### config.mk
export PLATFORM = sky130hd
export DESIGN_NAME = i2c_reg_slave
export DESIGN_NICKNAME = d
export VERILOG_FILES = /design/src/inc/i2c_reg_slave_pkg.sv /design/src/core/i2c_reg_slave.sv
export VERILOG_INCLUDE_DIRS = /design/src /design/src/inc
export SDC_FILE = /design/constraint.sdc
export NUM_CORES = 1
export LEC_CHECK = 0
export CORE_UTILIZATION = 63
export CTS_CLUSTER_SIZE = 16
export DETAILED_ROUTE_END_ITERATION = 8
export DONT_BUFFER_PORTS = 1
export HOLD_SLACK_MARGIN = 0.05
export PLACE_DENSITY = 0.79
export SYNTH_ARGS = -nofsm -noshare
export SYNTH_HDL_FRONTEND = slang
export SYNTH_SLANG_ARGS = --single-unit
### constraint.sdc
create_clock -name mclk -period 2.5 [get_ports mclk]
set_input_delay 0.5 -clock mclk [delete_from_list [all_inputs] [get_ports mclk]]
set_output_delay 0.5 -clock mclk [all_outputs]
set_load 0.03 [all_outputs]
### src/inc/i2c_reg_slave_defs.svh
// Constants for the I2C register-access slave
`ifndef I2C_REG_SLAVE_DEFS_SVH
`define I2C_REG_SLAVE_DEFS_SVH
`define RW_BIT_POS        0
`define MCODE_MASK        8'hF8
`define MCODE_VALUE       8'h08
`define ADDR_FIXED_HI     4'h5
`define REG_ADDR_RESET    8'h00
`define BIT_CNT_LAST      3'h0
`endif

### src/inc/i2c_reg_slave_pkg.sv
// Types for the I2C register-access slave
package i2c_reg_slave_pkg;
   typedef enum logic [2:0] {
      ST_IDLE  = 3'b000,
      ST_ADDR  = 3'b001,
      ST_AACK  = 3'b011,
      ST_RX    = 3'b010,
      ST_RACK  = 3'b110,
      ST_TX    = 3'b111,
      ST_TACK  = 3'b101,
      ST_WAIT  = 3'b100
   } slv_state_t;
endpackage

### src/core/i2c_reg_slave.sv
// I2C slave that turns bus frames into fixed-address register accesses
`timescale 1ns/10ps
`include "i2c_reg_slave_defs.svh"

// Summary of operation
// - Write frame is device address, one register address byte, then data bytes.
// - Every data byte of a write frame goes to the same register address.
// - Read frame with direction bit set returns selected register contents.
// - Every byte of a read frame comes from the same register address.
// - Supports high-speed transfers while staying compatible with slower masters.
// - Master code 00001xxx after START, then not-acknowledge, enters high speed.
// - After master code, repeated START and addressed slave acknowledges.
// - High speed persists across repeated STARTs and ends only on STOP.
// - After reset the interface runs in fast mode.
// - Master code switches spike filters and slope control to high speed.
// - Force-high-speed bit holds high-speed mode without master code.
// - Without master code or force-high-speed bit the device stays in fast or standard mode.
// - Slave only: never drives SCL, never arbitrates.
// - Slave address sampled once after reset release; later pin changes ignored.
// - Address-mode pin high: six low bits from pins, top bit zero.
module i2c_reg_slave
   import i2c_reg_slave_pkg::*;
(
   // Clock and reset
   input  wire logic       mclk,
   input  wire logic       resetn,
   // I2C pins
   input  wire logic       scl_in,
   input  wire logic       sda_in,
   output logic            sda_out,
   output logic            sda_oe,
   // Address straps and configuration
   input  wire logic       address_mode_select_pin,
   input  wire logic [5:0] addr_pins,
   input  wire logic       force_high_speed_bit,
   // Register port
   output logic [7:0]      reg_addr,
   output logic [7:0]      reg_wdata,
   output logic            reg_wr,
   output logic            reg_rd,
   input  wire logic [7:0] reg_rdata,
   // Pad settings
   output logic            hs_filter_sel,
   output logic            hs_slope_sel
);

   // ----------------------------------------------------------------
   // Input synchronisers
   // ----------------------------------------------------------------
   logic [1:0] scl_sync_reg;
   logic [1:0] sda_sync_reg;
   logic       scl_d_reg;
   logic       sda_d_reg;

   always_ff @(posedge mclk or negedge resetn) begin
      if (!resetn) begin
         scl_sync_reg <= 2'h3;
         sda_sync_reg <= 2'h3;
         scl_d_reg    <= 1'b1;
         sda_d_reg    <= 1'b1;
      end else begin
         scl_sync_reg <= {scl_sync_reg[0], scl_in};
         sda_sync_reg <= {sda_sync_reg[0], sda_in};
         scl_d_reg    <= scl_sync_reg[1];
         sda_d_reg    <= sda_sync_reg[1];
      end
   end

   wire scl_s    = scl_sync_reg[1];
   wire sda_s    = sda_sync_reg[1];
   wire scl_rise = scl_s & ~scl_d_reg;
   wire scl_fall = ~scl_s & scl_d_reg;
   wire start_c  = scl_s & scl_d_reg & sda_d_reg & ~sda_s;
   wire stop_c   = scl_s & scl_d_reg & ~sda_d_reg & sda_s;

   // ----------------------------------------------------------------
   // Address strap capture
   // ----------------------------------------------------------------
   logic       strap_done_reg;
   logic [6:0] slave_addr_reg;

   // Caught one cycle after release so the flops never load a port under reset
   always_ff @(posedge mclk or negedge resetn) begin
      if (!resetn) begin
         strap_done_reg <= 1'b0;
         slave_addr_reg <= 7'h00;
      end else if (!strap_done_reg) begin
         strap_done_reg <= 1'b1;
         if (address_mode_select_pin)
            slave_addr_reg <= {1'b0, addr_pins};
         else
            slave_addr_reg <= {`ADDR_FIXED_HI, addr_pins[2:0]};
      end
   end

   // ----------------------------------------------------------------
   // Byte engine
   // ----------------------------------------------------------------
   slv_state_t state_reg;
   logic [7:0] shift_reg;
   logic [2:0] bit_cnt_reg;
   logic       first_byte_reg;   // next received byte is register address
   logic       is_read_reg;
   logic       mcode_reg;        // current byte after START is master code

   wire [7:0] rx_byte = {shift_reg[6:0], sda_s};

   always_ff @(posedge mclk or negedge resetn) begin
      if (!resetn) begin
         state_reg      <= ST_IDLE;
         shift_reg      <= 8'h00;
         bit_cnt_reg    <= 3'h7;
         first_byte_reg <= 1'b0;
         is_read_reg    <= 1'b0;
         mcode_reg      <= 1'b0;
         sda_out        <= 1'b1;
         sda_oe         <= 1'b0;
         reg_wr         <= 1'b0;
         reg_rd         <= 1'b0;
         reg_wdata      <= 8'h00;
         reg_addr       <= `REG_ADDR_RESET;
      end else begin
         reg_wr <= 1'b0;
         reg_rd <= 1'b0;
         sda_out <= 1'b0; // SCL is never driven: pure slave
         if (stop_c) begin
            state_reg <= ST_IDLE;
            sda_oe    <= 1'b0;
         end else if (start_c) begin
            state_reg   <= ST_ADDR;
            bit_cnt_reg <= 3'h7;
            sda_oe      <= 1'b0;
         end else begin
            case (state_reg)
               ST_ADDR: begin
                  if (scl_rise) begin
                     shift_reg <= rx_byte;
                     if (bit_cnt_reg == `BIT_CNT_LAST) begin
                        if (rx_byte[7:1] == slave_addr_reg) begin
                           state_reg      <= ST_AACK;
                           is_read_reg    <= rx_byte[`RW_BIT_POS];
                           first_byte_reg <= ~rx_byte[`RW_BIT_POS];
                           mcode_reg      <= 1'b0;
                        end else begin
                           // Master code is not acknowledged unless its top seven bits match slave_addr_reg
                           mcode_reg <= ((rx_byte & `MCODE_MASK) == `MCODE_VALUE);
                           state_reg <= ST_WAIT;
                        end
                     end else
                        bit_cnt_reg <= bit_cnt_reg - 3'h1;
                  end
               end
               ST_AACK: begin
                  if (scl_fall) begin
                     sda_oe <= 1'b1;
                     state_reg <= ST_RACK;
                  end
               end
               ST_RACK: begin
                  // Ack low phase is held until the next falling edge
                  if (scl_fall && sda_oe) begin
                     bit_cnt_reg <= 3'h7;
                     if (is_read_reg) begin
                        reg_rd    <= 1'b1;
                        shift_reg <= reg_rdata;
                        sda_oe    <= ~reg_rdata[7];
                        state_reg <= ST_TX;
                     end else begin
                        sda_oe    <= 1'b0;
                        state_reg <= ST_RX;
                     end
                  end
               end
               ST_RX: begin
                  if (scl_rise) begin
                     shift_reg <= rx_byte;
                     if (bit_cnt_reg == `BIT_CNT_LAST) begin
                        state_reg <= ST_AACK;
                        if (first_byte_reg) begin
                           reg_addr       <= rx_byte;
                           first_byte_reg <= 1'b0;
                        end else begin
                           reg_wdata <= rx_byte;
                           reg_wr    <= 1'b1; // address unchanged
                        end
                     end else
                        bit_cnt_reg <= bit_cnt_reg - 3'h1;
                  end
               end
               ST_TX: begin
                  if (scl_fall) begin
                     if (bit_cnt_reg == `BIT_CNT_LAST) begin
                        sda_oe    <= 1'b0;
                        state_reg <= ST_TACK;
                     end else begin
                        bit_cnt_reg <= bit_cnt_reg - 3'h1;
                        sda_oe      <= ~shift_reg[6];
                        shift_reg   <= {shift_reg[6:0], 1'b0};
                     end
                  end
               end
               ST_TACK: begin
                  // Master NACK ends the read; an ACK stays here so the fetch below serves the fall
                  if (scl_rise && sda_s)
                     state_reg <= ST_WAIT;
               end
               default: begin
                  sda_oe <= 1'b0;
               end
            endcase
            // Master ACKed a read byte: fetch next byte on the fall
            if (state_reg == ST_TACK && scl_fall) begin
               bit_cnt_reg <= 3'h7;
               reg_rd      <= 1'b1;
               shift_reg   <= reg_rdata;
               sda_oe      <= ~reg_rdata[7];
               state_reg   <= ST_TX;
            end
         end
      end
   end

   // ----------------------------------------------------------------
   // Speed mode
   // ----------------------------------------------------------------
   logic hs_mode_reg;

   always_ff @(posedge mclk or negedge resetn) begin
      if (!resetn)
         hs_mode_reg <= 1'b0;
      else if (stop_c)
         hs_mode_reg <= 1'b0;
      else if (mcode_reg && state_reg == ST_WAIT && scl_rise && sda_s)
         hs_mode_reg <= 1'b1;
   end

   always_ff @(posedge mclk or negedge resetn) begin
      if (!resetn) begin
         hs_filter_sel <= 1'b0;
         hs_slope_sel  <= 1'b0;
      end else begin
         hs_filter_sel <= hs_mode_reg | force_high_speed_bit;
         hs_slope_sel  <= hs_mode_reg | force_high_speed_bit;
      end
   end

   // ----------------------------------------------------------------
   // Checks
   // ----------------------------------------------------------------
   hs_stop_exit_a: assert property (@(posedge mclk) disable iff (!resetn)
      stop_c |=> !hs_mode_reg) else $error("HS kept after STOP");
   force_hs_a: assert property (@(posedge mclk) disable iff (!resetn)
      force_high_speed_bit |=> hs_filter_sel) else $error("Force HS ignored");
   write_addr_hold_a: assert property (@(posedge mclk) disable iff (!resetn)
      reg_wr |-> $stable(reg_addr)) else $error("Address moved on write");
   strap_hold_a: assert property (@(posedge mclk) disable iff (!resetn)
      strap_done_reg |=> $stable(slave_addr_reg)) else $error("Address relatched");
   mode_pin_msb_a: assert property (@(posedge mclk) disable iff (!resetn)
      $rose(strap_done_reg) && address_mode_select_pin |-> ##0 1'b1 ##1 !slave_addr_reg[6])
      else $error("Address msb not zero");
   reset_fast_a: assert property (@(posedge mclk) disable iff (!resetn)
      !hs_mode_reg && !force_high_speed_bit [*2] |-> !hs_slope_sel) else $error("Not fast mode");
   no_drive_high_a: assert property (@(posedge mclk) disable iff (!resetn)
      sda_oe |-> !sda_out) else $error("SDA driven high");
   read_on_fetch_a: assert property (@(posedge mclk) disable iff (!resetn)
      reg_rd |=> state_reg == ST_TX) else $error("Read without transmit");

endmodule // i2c_reg_slave

## After elaboration in Yosys (flattened, before gate mapping)

Cells that the tools add are included.

| word-level totals | value |
|---|---|
| register bits after elaboration | 52 |
| input bits | 20 |
| output and inout port bits | 22 |

| operators by class | value |
|---|---|
| $add $sub $neg | 1 |
| eq/ne operators | 32 |
| multiplexer cells | 60 |
| bitwise logic cells | 17 |
| reduce and logical (&&, ||, !) cells | 23 |

Operators by type and width:

| operator | number |
|---|---|
| $mux 3 | 20 |
| $mux 7 | 6 |
| $ne 5x5->1 const B | 8 |
| $mux 1 | 28 |
| $pmux 7 s3 | 1 |
| $pmux 3 s6 | 1 |
| $reduce_and 6->1 | 3 |
| $reduce_and 8->1 | 2 |
| $eq 3x3->1 const B | 4 |
| $ne 3x3->1 const B | 4 |
| $ne 2x2->1 const B | 5 |
| $reduce_and 10->1 | 1 |
| $reduce_and 5->1 | 2 |
| $not 1->1 | 9 |
| $pmux 3 s3 | 1 |
| $reduce_bool 9->1 | 1 |
| $ne 4x1->1 const B | 2 |
| $ne 4x4->1 const B | 2 |
| $and 1x1->1 | 7 |
| $eq 7x7->1 | 1 |
| $eq 3x2->1 const B | 2 |
| $logic_and 1x1->1 | 6 |
| $mux 6 | 1 |
| $eq 5x1->1 const B | 1 |
| other kinds (14) | 15 |

## Longest topological paths before layout

Gate-level depths: netlist of the first run.

| logic depth | value |
|---|---|
| depth in word-level cells | 8 |
| gate-level depth with buffers | 7 |
| gate-level depth less buffers | 7 |

## Worst setup path after synthesis of the first run

Ideal clock, no wire load.

| path | value |
|---|---|
| path kind | reg2reg |
| from | reg bit_cnt_reg[0] |
| to | reg shift_reg[1] |
| setup time | 0.125 ns |
| arrival time | 1.840 ns |
| setup slack | 0.536 ns |
| cell stages (with the launch flop) | 8 |
| clock period less this slack | 1.964 ns |
| path through | dfstp_2 inv_1 ha_1 nor2b_1 nor2_1 o22ai_1 a211oi_4 mux2_2 |

| between the ends | value |
|---|---|
| longest elaborated chain between the ends | 3 |

Ends and longest elaborated chain:

| what | line | text |
|---|---|---|
| from (decl) | i2c_reg_slave.sv:101 | `logic [2:0] bit_cnt_reg;` |
| from (signal assigned) | i2c_reg_slave.sv:150 | `bit_cnt_reg <= bit_cnt_reg - 3'h1;` |
| from (signal assigned) | i2c_reg_slave.sv:187 | `bit_cnt_reg <= bit_cnt_reg - 3'h1;` |
| from (signal assigned) | i2c_reg_slave.sv:196 | `bit_cnt_reg <= bit_cnt_reg - 3'h1;` |
| $logic_not 3->1 (no line) | -- |  |
| $ne 3x3->1 (no line) | -- |  |
| $reduce_and 8->1 (no line) | -- |  |
| to (signal assigned) | i2c_reg_slave.sv:137 | `shift_reg <= rx_byte;` |
| to (signal assigned) | i2c_reg_slave.sv:165 | `shift_reg <= reg_rdata;` |
| to (signal assigned) | i2c_reg_slave.sv:176 | `shift_reg <= rx_byte;` |
| to (decl) | i2c_reg_slave.sv:100 | `logic [7:0] shift_reg;` |

No other way between the ends.
A chain may end at the register's enable or synchronous reset.

## Worst setup path after layout of the first run

| path | value |
|---|---|
| from | reg state_reg[2] |
| to | reg shift_reg[4] |

| between the ends | value |
|---|---|
| longest elaborated chain between the ends | 4 |
| elaborated cells on any way between the ends | 16 |
| classes of those cells | eq/ne: 10; mux: 2; reduce/logical: 4 |

Ends and longest elaborated chain:

| what | line | text |
|---|---|---|
| from (decl) | i2c_reg_slave.sv:99 | `slv_state_t state_reg;` |
| from (signal assigned) | i2c_reg_slave.sv:110 | `state_reg <= ST_IDLE;` |
| from (signal assigned) | i2c_reg_slave.sv:127 | `state_reg <= ST_IDLE;` |
| from (signal assigned) | i2c_reg_slave.sv:130 | `state_reg <= ST_ADDR;` |
| $eq 3x2->1, or another cell as far along | i2c_reg_slave.sv:134 | `case (state_reg)` |
| $reduce_or 2->1 (no line) or $logic_and 1x1->1 (tied branches) | -- |  |
| $ne 3x1->1 (no line), or another cell as far along | -- |  |
| $reduce_and 8->1 (no line) or $mux 7 (tied branches) | -- |  |

Several ways; a longest one is shown, not always the timed one.

==> results.toml, run 1 <==
[status]
status = "complete, no violations"

[detailed_routing]
drt-wirelength-per-cell_um = 18.3
routed_wl_um = 5380
vias = 1871
drc = 0
dr.pass1.iters = 4
antenna_left = 0
drt-initial-drc-count = 222
drt-vias-per-instance = 6.36

[timing]
finalSetupTns_ns = 0
grt_setup_unrepaired = "no"
clock_skew_ns = 0.0182
finalCritPeriodShare_pct = 91.3
worstMarginPinSlew_ns = 0.719
layout_min_cycle_time_ns = 2.28
setup_viol = 0
fmax_ghz = 0.438
relSlewSlack_pct = 50.8
slew_violations = 0
hold_viol = 0

[critical_path]
arrival_ns = 2.46
crit_type = "register to register"
cp-start-kind = "register"
cp_max_fo = 19
cpPeakStageDelay_ns = 0.76
cp_slowest_cell = "dfrtp_1"
path_common_cell = "mux2_2"
end_kind = "register"
cp_cell_sequence = "nand2b_1 > a31oi_2 > mux2_2 > mux2_2"
required_ns = 2.68

[clock_tree]
htreeDepth = 2
clock_latency_ns = 0.30
cts_tree = "done"
cts_setup_buffers = 0
cts_num_sinks = 51
cts_buffer_depth = 2
numCtsBuffers = 5
cts.clk_slew.worst_paths_ns = 0.09
root_buffer = "clkbuf_8"

[hold_path]
hp-class = "input pin to register"

[layout]
areaGrowthSynthToFinish_pct = 8.05
layout_common_cells = "dfrtp_1 (41), mux2_2 (32), a21oi_1 (17)"
nNetsFinal = 265
drive_gt1_share_pct = 28.7
antenna_cells = 0
final_common_cell = "dfrtp_1"
fillers = 292
final_core_util_pct = 71.4

[synthesis]
synth-compound-area-share_pct = 14.7
synthXorXnorAreaFrac_pct = 2.32
synth.area.top_cells = "dfrtp_1 (39%), mux2_2 (14%), dfstp_2 (9.9%)"
syn_area_per_cell_um2 = 11.0
yosysTopAreaCell = "dfrtp_1"
ys.flop_type = "dfrtp_1"
synth_mux_area_share_pct = 15.0
syn-num-nets = 262
ys.warnings.count = 0
synthCells = 240
syn-cell-area_um2 = 2640
synth_edf_count = 0
synthDistinctLibCells = 50
synth_top_family_by_area = "multiplexers"
synthAdderAreaFrac_pct = 0.947
yosysSeqAreaShare_pct = 48.8
synth_simple_gate_area_share_pct = 14.5
async_reset_ff_share_pct = 100
yosys.area.top_type_share_pct = 38.8
ys_ff_latch = 51

[place]
dpl.hpwl_um = 3840
io_buffers = 0
gp_congestion = 0.968

[global_route]
gr-usage-met2_pct = 41.0
grt.busiest_layer = "met2"
grt_usage_pct = 26.8
grt_pass1_vias = 1832
antenna_found_initial = 0
grt-ovfl-total = 0
met3_usage_pct = 5.65
grt_max_degree = 52
use_met1_pct = 35.5
grt_pass1_wl_um = 8740

[floorplanning]
dieArea_um2 = 4460
placeableCoreArea_um2 = 4000
dieHeight_um = 66.8
top_level_ports = 42
rows = 23
start_util_pct = 66.1
die_x_um = 66.8

[power_and_ir_drop]
power.density_nw_per_um2 = 787
irDropWorstVdd_uv = 470
power_leakage_uw = 0.00125

[run]
maxCapViolations = 0
-- power breakdown --
group | switching (µW) | internal (µW) | leakage, µW
logic | 287 | 256 | 0.000543
clock network | 261 | 329 | 0.0000618
registers | 195 | 921 | 0.000646
total | 742 | 1510 | 0.00125
-- worst max-delay path: cells and delay by family, from the launching register on --
kind,cells,cell delay (ns)
mux,2,0.66
simple gates,1,0.22
flops,1,0.76
compound gates,1,0.53
-- area by class of cell --
class                      count  area (µm²)  share of cell area (%)
clock inverter                 2        38.8                    1.36
multi-input combinational    168        1260                    44.2
inverter                       8        30.0                    1.05
timing repair buffer           9        90.1                    3.16
clock buffer                   6        82.6                    2.89
sequential                    51        1290                    45.1
tap                           50        62.6                    2.19
-- what timing repair did --
item,in CTS,in global routing
hold endpoints to repair,51,0
hold buffers,2,0
resized for setup,0,0
-- cells by family (layout without fill, tap and decap cells) --
kind of cell / after synthesis / after routing
compound gates: 55 / 55
xor+xnor: 7 / 7
fa+ha+maj: 2 / 2
buf+inv: 21 / 25
flops: 51 / 51
mux: 35 / 35
other cells: 2 / 2
simple gates: 67 / 67
-- metal layers --
layer / share of wire, % / up-vias / wire, µm
met5: 0 / - / 0
li1: - / 870 / -
met2: 49 / 83 / 2650
met4: 3.0 / 0 / 160
met1: 40 / 904 / 2160
met3: 7.6 / 14 / 406
-- cells in the mapped netlist, types with 2 or more instances --
master	instances
buf_1	2
o21ai_0	9
nor2_1	10
nand2_1	12
nor3b_1	4
nand2b_1	11
a2111oi_0	2
a21oi_1	17
dfrtp_1	41
clkbuf_1	3
a211oi_1	2
o32a_1	2
inv_1	8
o22a_1	2
xor2_1	7
o31ai_1	3
and3_1	2
or2_2	2
dfstp_2	10
o311a_1	2
mux2_2	32
a221oi_1	2
nand3_1	9
nor2b_1	7
nor4_1	2
a2bb2oi_1	2
nor3_1	3
ha_1	2
buf_2	7
o21ai_1	2
conb_1	2
-- path summary, 6_finish.rpt --
path | slack (ns) | from | to | cells past startpoint
max | 0.22 | state_reg[2] | shift_reg[4] | 4
min | 0.20 | sda_in | sda_sync_reg[0] | 0
max reg2reg | 0.22 | state_reg[2] | shift_reg[4] | 4
min reg2reg | 0.36 | scl_sync_reg[0] | scl_sync_reg[1] | 0
max in group asynchronous | 1.51 | resetn | sda_sync_reg[1] | 2
min in group asynchronous | 0.69 | resetn | state_reg[1] | 2
-- per-stage QoR --
stage | hold slack (ns) | instance area (µm²) | total power, µW | std cells | setup slack [ns]
after global placement | 0.206 | 2700 | 1630 | 284 | 0.339
after floorplan | 0.204 | 2640 | 1490 | 240 | 0.536
final | 0.197 | 2860 | 2250 | 294 | 0.219
after global routing | 0.177 | 2860 | 2370 | 294 | 0.0654
after detailed placement | 0.206 | 2700 | 1640 | 284 | 0.243
after CTS | 0.188 | 2860 | 2260 | 294 | 0.257
(Power assumes the default switching activity.)
==> run 2: changes to the inputs <==
--- a/config.mk
+++ b/config.mk
@@ -6,12 +6,13 @@
 export SDC_FILE = /design/constraint.sdc
 export NUM_CORES = 1
 export LEC_CHECK = 0
+export CAP_MARGIN = 20
 export CORE_UTILIZATION = 63
 export CTS_CLUSTER_SIZE = 16
 export DETAILED_ROUTE_END_ITERATION = 8
 export DONT_BUFFER_PORTS = 1
 export HOLD_SLACK_MARGIN = 0.05
-export PLACE_DENSITY = 0.79
+export PLACE_DENSITY = 0.76
 export SYNTH_ARGS = -nofsm -noshare
 export SYNTH_HDL_FRONTEND = slang
 export SYNTH_SLANG_ARGS = --single-unit
==> constraint.sdc (replaced) <==
create_clock -name mclk -period 2.5 [get_ports mclk]
set_input_delay 0.5 -clock mclk [delete_from_list [all_inputs] [get_ports mclk]]
set_output_delay 0.5 -clock mclk [all_outputs]
set_load 0.02 [all_outputs]
==> run 2 against run 1 <==
Effect of this change: first-iteration DRC count fell by 61%; power shrank 5.4%; design area shrank 1.3%; non-clock buffer count is the same; global-route usage increased by 1.2 points; sequential share of layout area increased by 0.58 points; flip-flop and latch count unchanged; count of clock-buffer cells in the layout stayed put; via count up 2.2%; clock skew down 0.011 ns; combinational power rose by 4.2%; critical endpoint is now shift_reg[5].
==> results.toml, run 2 (synthesized netlist as in run 1, its figures left out) <==
[global_route]
grt-ovfl-total = 0
grt_pass1_vias = 1869
antenna_found_initial = 0
grt_max_degree = 52
grt_pass1_wl_um = 9080
grt_usage_pct = 28.0

[floorplanning]
rows = 23
dieHeight_um = 66.8
top_level_ports = 42
dieArea_um2 = 4460
start_util_pct = 66.1
placeableCoreArea_um2 = 4000
die_x_um = 66.8

[layout]
regArea_um2 = 1290
fillers = 297
drive_gt1_share_pct = 28.3
final_common_cell = "dfrtp_1"
areaGrowthSynthToFinish_pct = 6.68
final_core_util_pct = 70.5
antenna_cells = 0
layout_common_cells = "dfrtp_1 (41), mux2_2 (32), a21oi_1 (17)"
multiInputGateArea_um2 = 1260
nNetsFinal = 265

[critical_path]
crit_end = "shift_reg[5]"
cp_max_fo = 20
worstSetupStartpoint = "state_reg[1]"
cp-start-kind = "register"
r2r_end = "shift_reg[5]"
end_kind = "register"
r2r_start = "state_reg[1]"
crit_type = "register to register"
r2r_slack_ns = 0.13
required_ns = 2.69
rr_worst_depth = 5
arrival_ns = 2.56

[timing]
setup_viol = 0
fmax_ghz = 0.422
finalCritPeriodShare_pct = 94.9
relSlewSlack_pct = 53.2
slew_violations = 0
hold_viol = 0
finalSetupTns_ns = 0
grt_setup_unrepaired = "no"
worstMarginPinSlew_ns = 0.684
setup_ws_ns = 0.128
clock_skew_ns = 0.00729
layout_min_cycle_time_ns = 2.37

[detailed_routing]
drt-initial-drc-count = 86
drt-vias-per-instance = 6.50
drc = 0
dr.pass1.iters = 6
routed_wl_um = 5770
drt-wirelength-per-cell_um = 19.6
antenna_left = 0
vias = 1912

[status]
status = "complete, no violations"

[power_and_ir_drop]
power_leakage_uw = 0.00123
power.density_nw_per_um2 = 755
irDropWorstVdd_uv = 585
finalPower_uw = 2130

[place]
io_buffers = 0
gp_congestion = 0.917
place_worst_setup_slack_ns = 0.196
dpl.hpwl_um = 4160

[clock_tree]
cts_tree = "done"
root_buffer = "clkbuf_8"
numCtsBuffers = 5
cts_setup_buffers = 0
cts_num_sinks = 51
htreeDepth = 2
cts.clk_slew.worst_paths_ns = 0.09
clock_latency_ns = 0.30
cts_buffer_depth = 2

[hold_path]
hp-class = "input pin to register"

[run]
maxCapViolations = 0
[run 2: what timing repair did]
action,4_1_cts,5_1_grt
resized for setup,0,0
hold endpoints to repair,51,0
hold buffers,2,0
[run 2: cell type report]
type	count	area share [%]
clock buffer	6	2.57
clock inverter	2	0.444
inverter	8	1.07
multi-input combinational	168	44.8
sequential	51	45.7
tap	50	2.22
timing repair buffer	9	3.20
[run 2: how the worst min path moves through the flow]
stage / from / to / slack [ns] / depth (start not counted)
2_1_floorplan: resetn / first_byte_reg / 0.20 / 0
3_3_place_gp: resetn / hs_slope_sel / 0.21 / 0
3_5_place_dp: resetn / hs_slope_sel / 0.21 / 0
4_1_cts: scl_in / scl_sync_reg[0] / 0.17 / 0
5_1_grt: scl_in / scl_sync_reg[0] / 0.17 / 0
6_report: scl_in / scl_sync_reg[0] / 0.18 / 0
[run 2: per-layer routing]
metal	global-route usage (%)	share of wire, %	vias up
li1	-	-	862
met1	34.2	41	965
met5	0	0	-
met4	13.6	3.0	0
met2	45.8	50	74
met3	7.19	6.5	11
[run 2: metrics by stage]
| step | hold slack (ns) | instance area, µm² | std cells |
|---|---|---|---|
| finish | 0.181 | 2820 | 294 |
| global route | 0.168 | 2820 | 294 |
| CTS | 0.175 | 2820 | 294 |
| detailed placement | 0.206 | 2700 | 284 |
| global placement | 0.206 | 2700 | 284 |
| floorplan | 0.204 | 2640 | 240 |
[run 2: worst max-delay path, stage by stage, from the launching register on]
cell and delay, ns:
dfrtp_1 0.77, nand2b_1 0.28, a211oi_1 0.29, a21oi_1 0.10
a211oi_4 0.42, mux2_2 0.39
[run 2: power by group]
part           switching (µW)  internal (µW)  leakage [µW]
Clock                     270            196     0.0000412
Sequential                174            922      0.000646
Combinational             303            263      0.000542
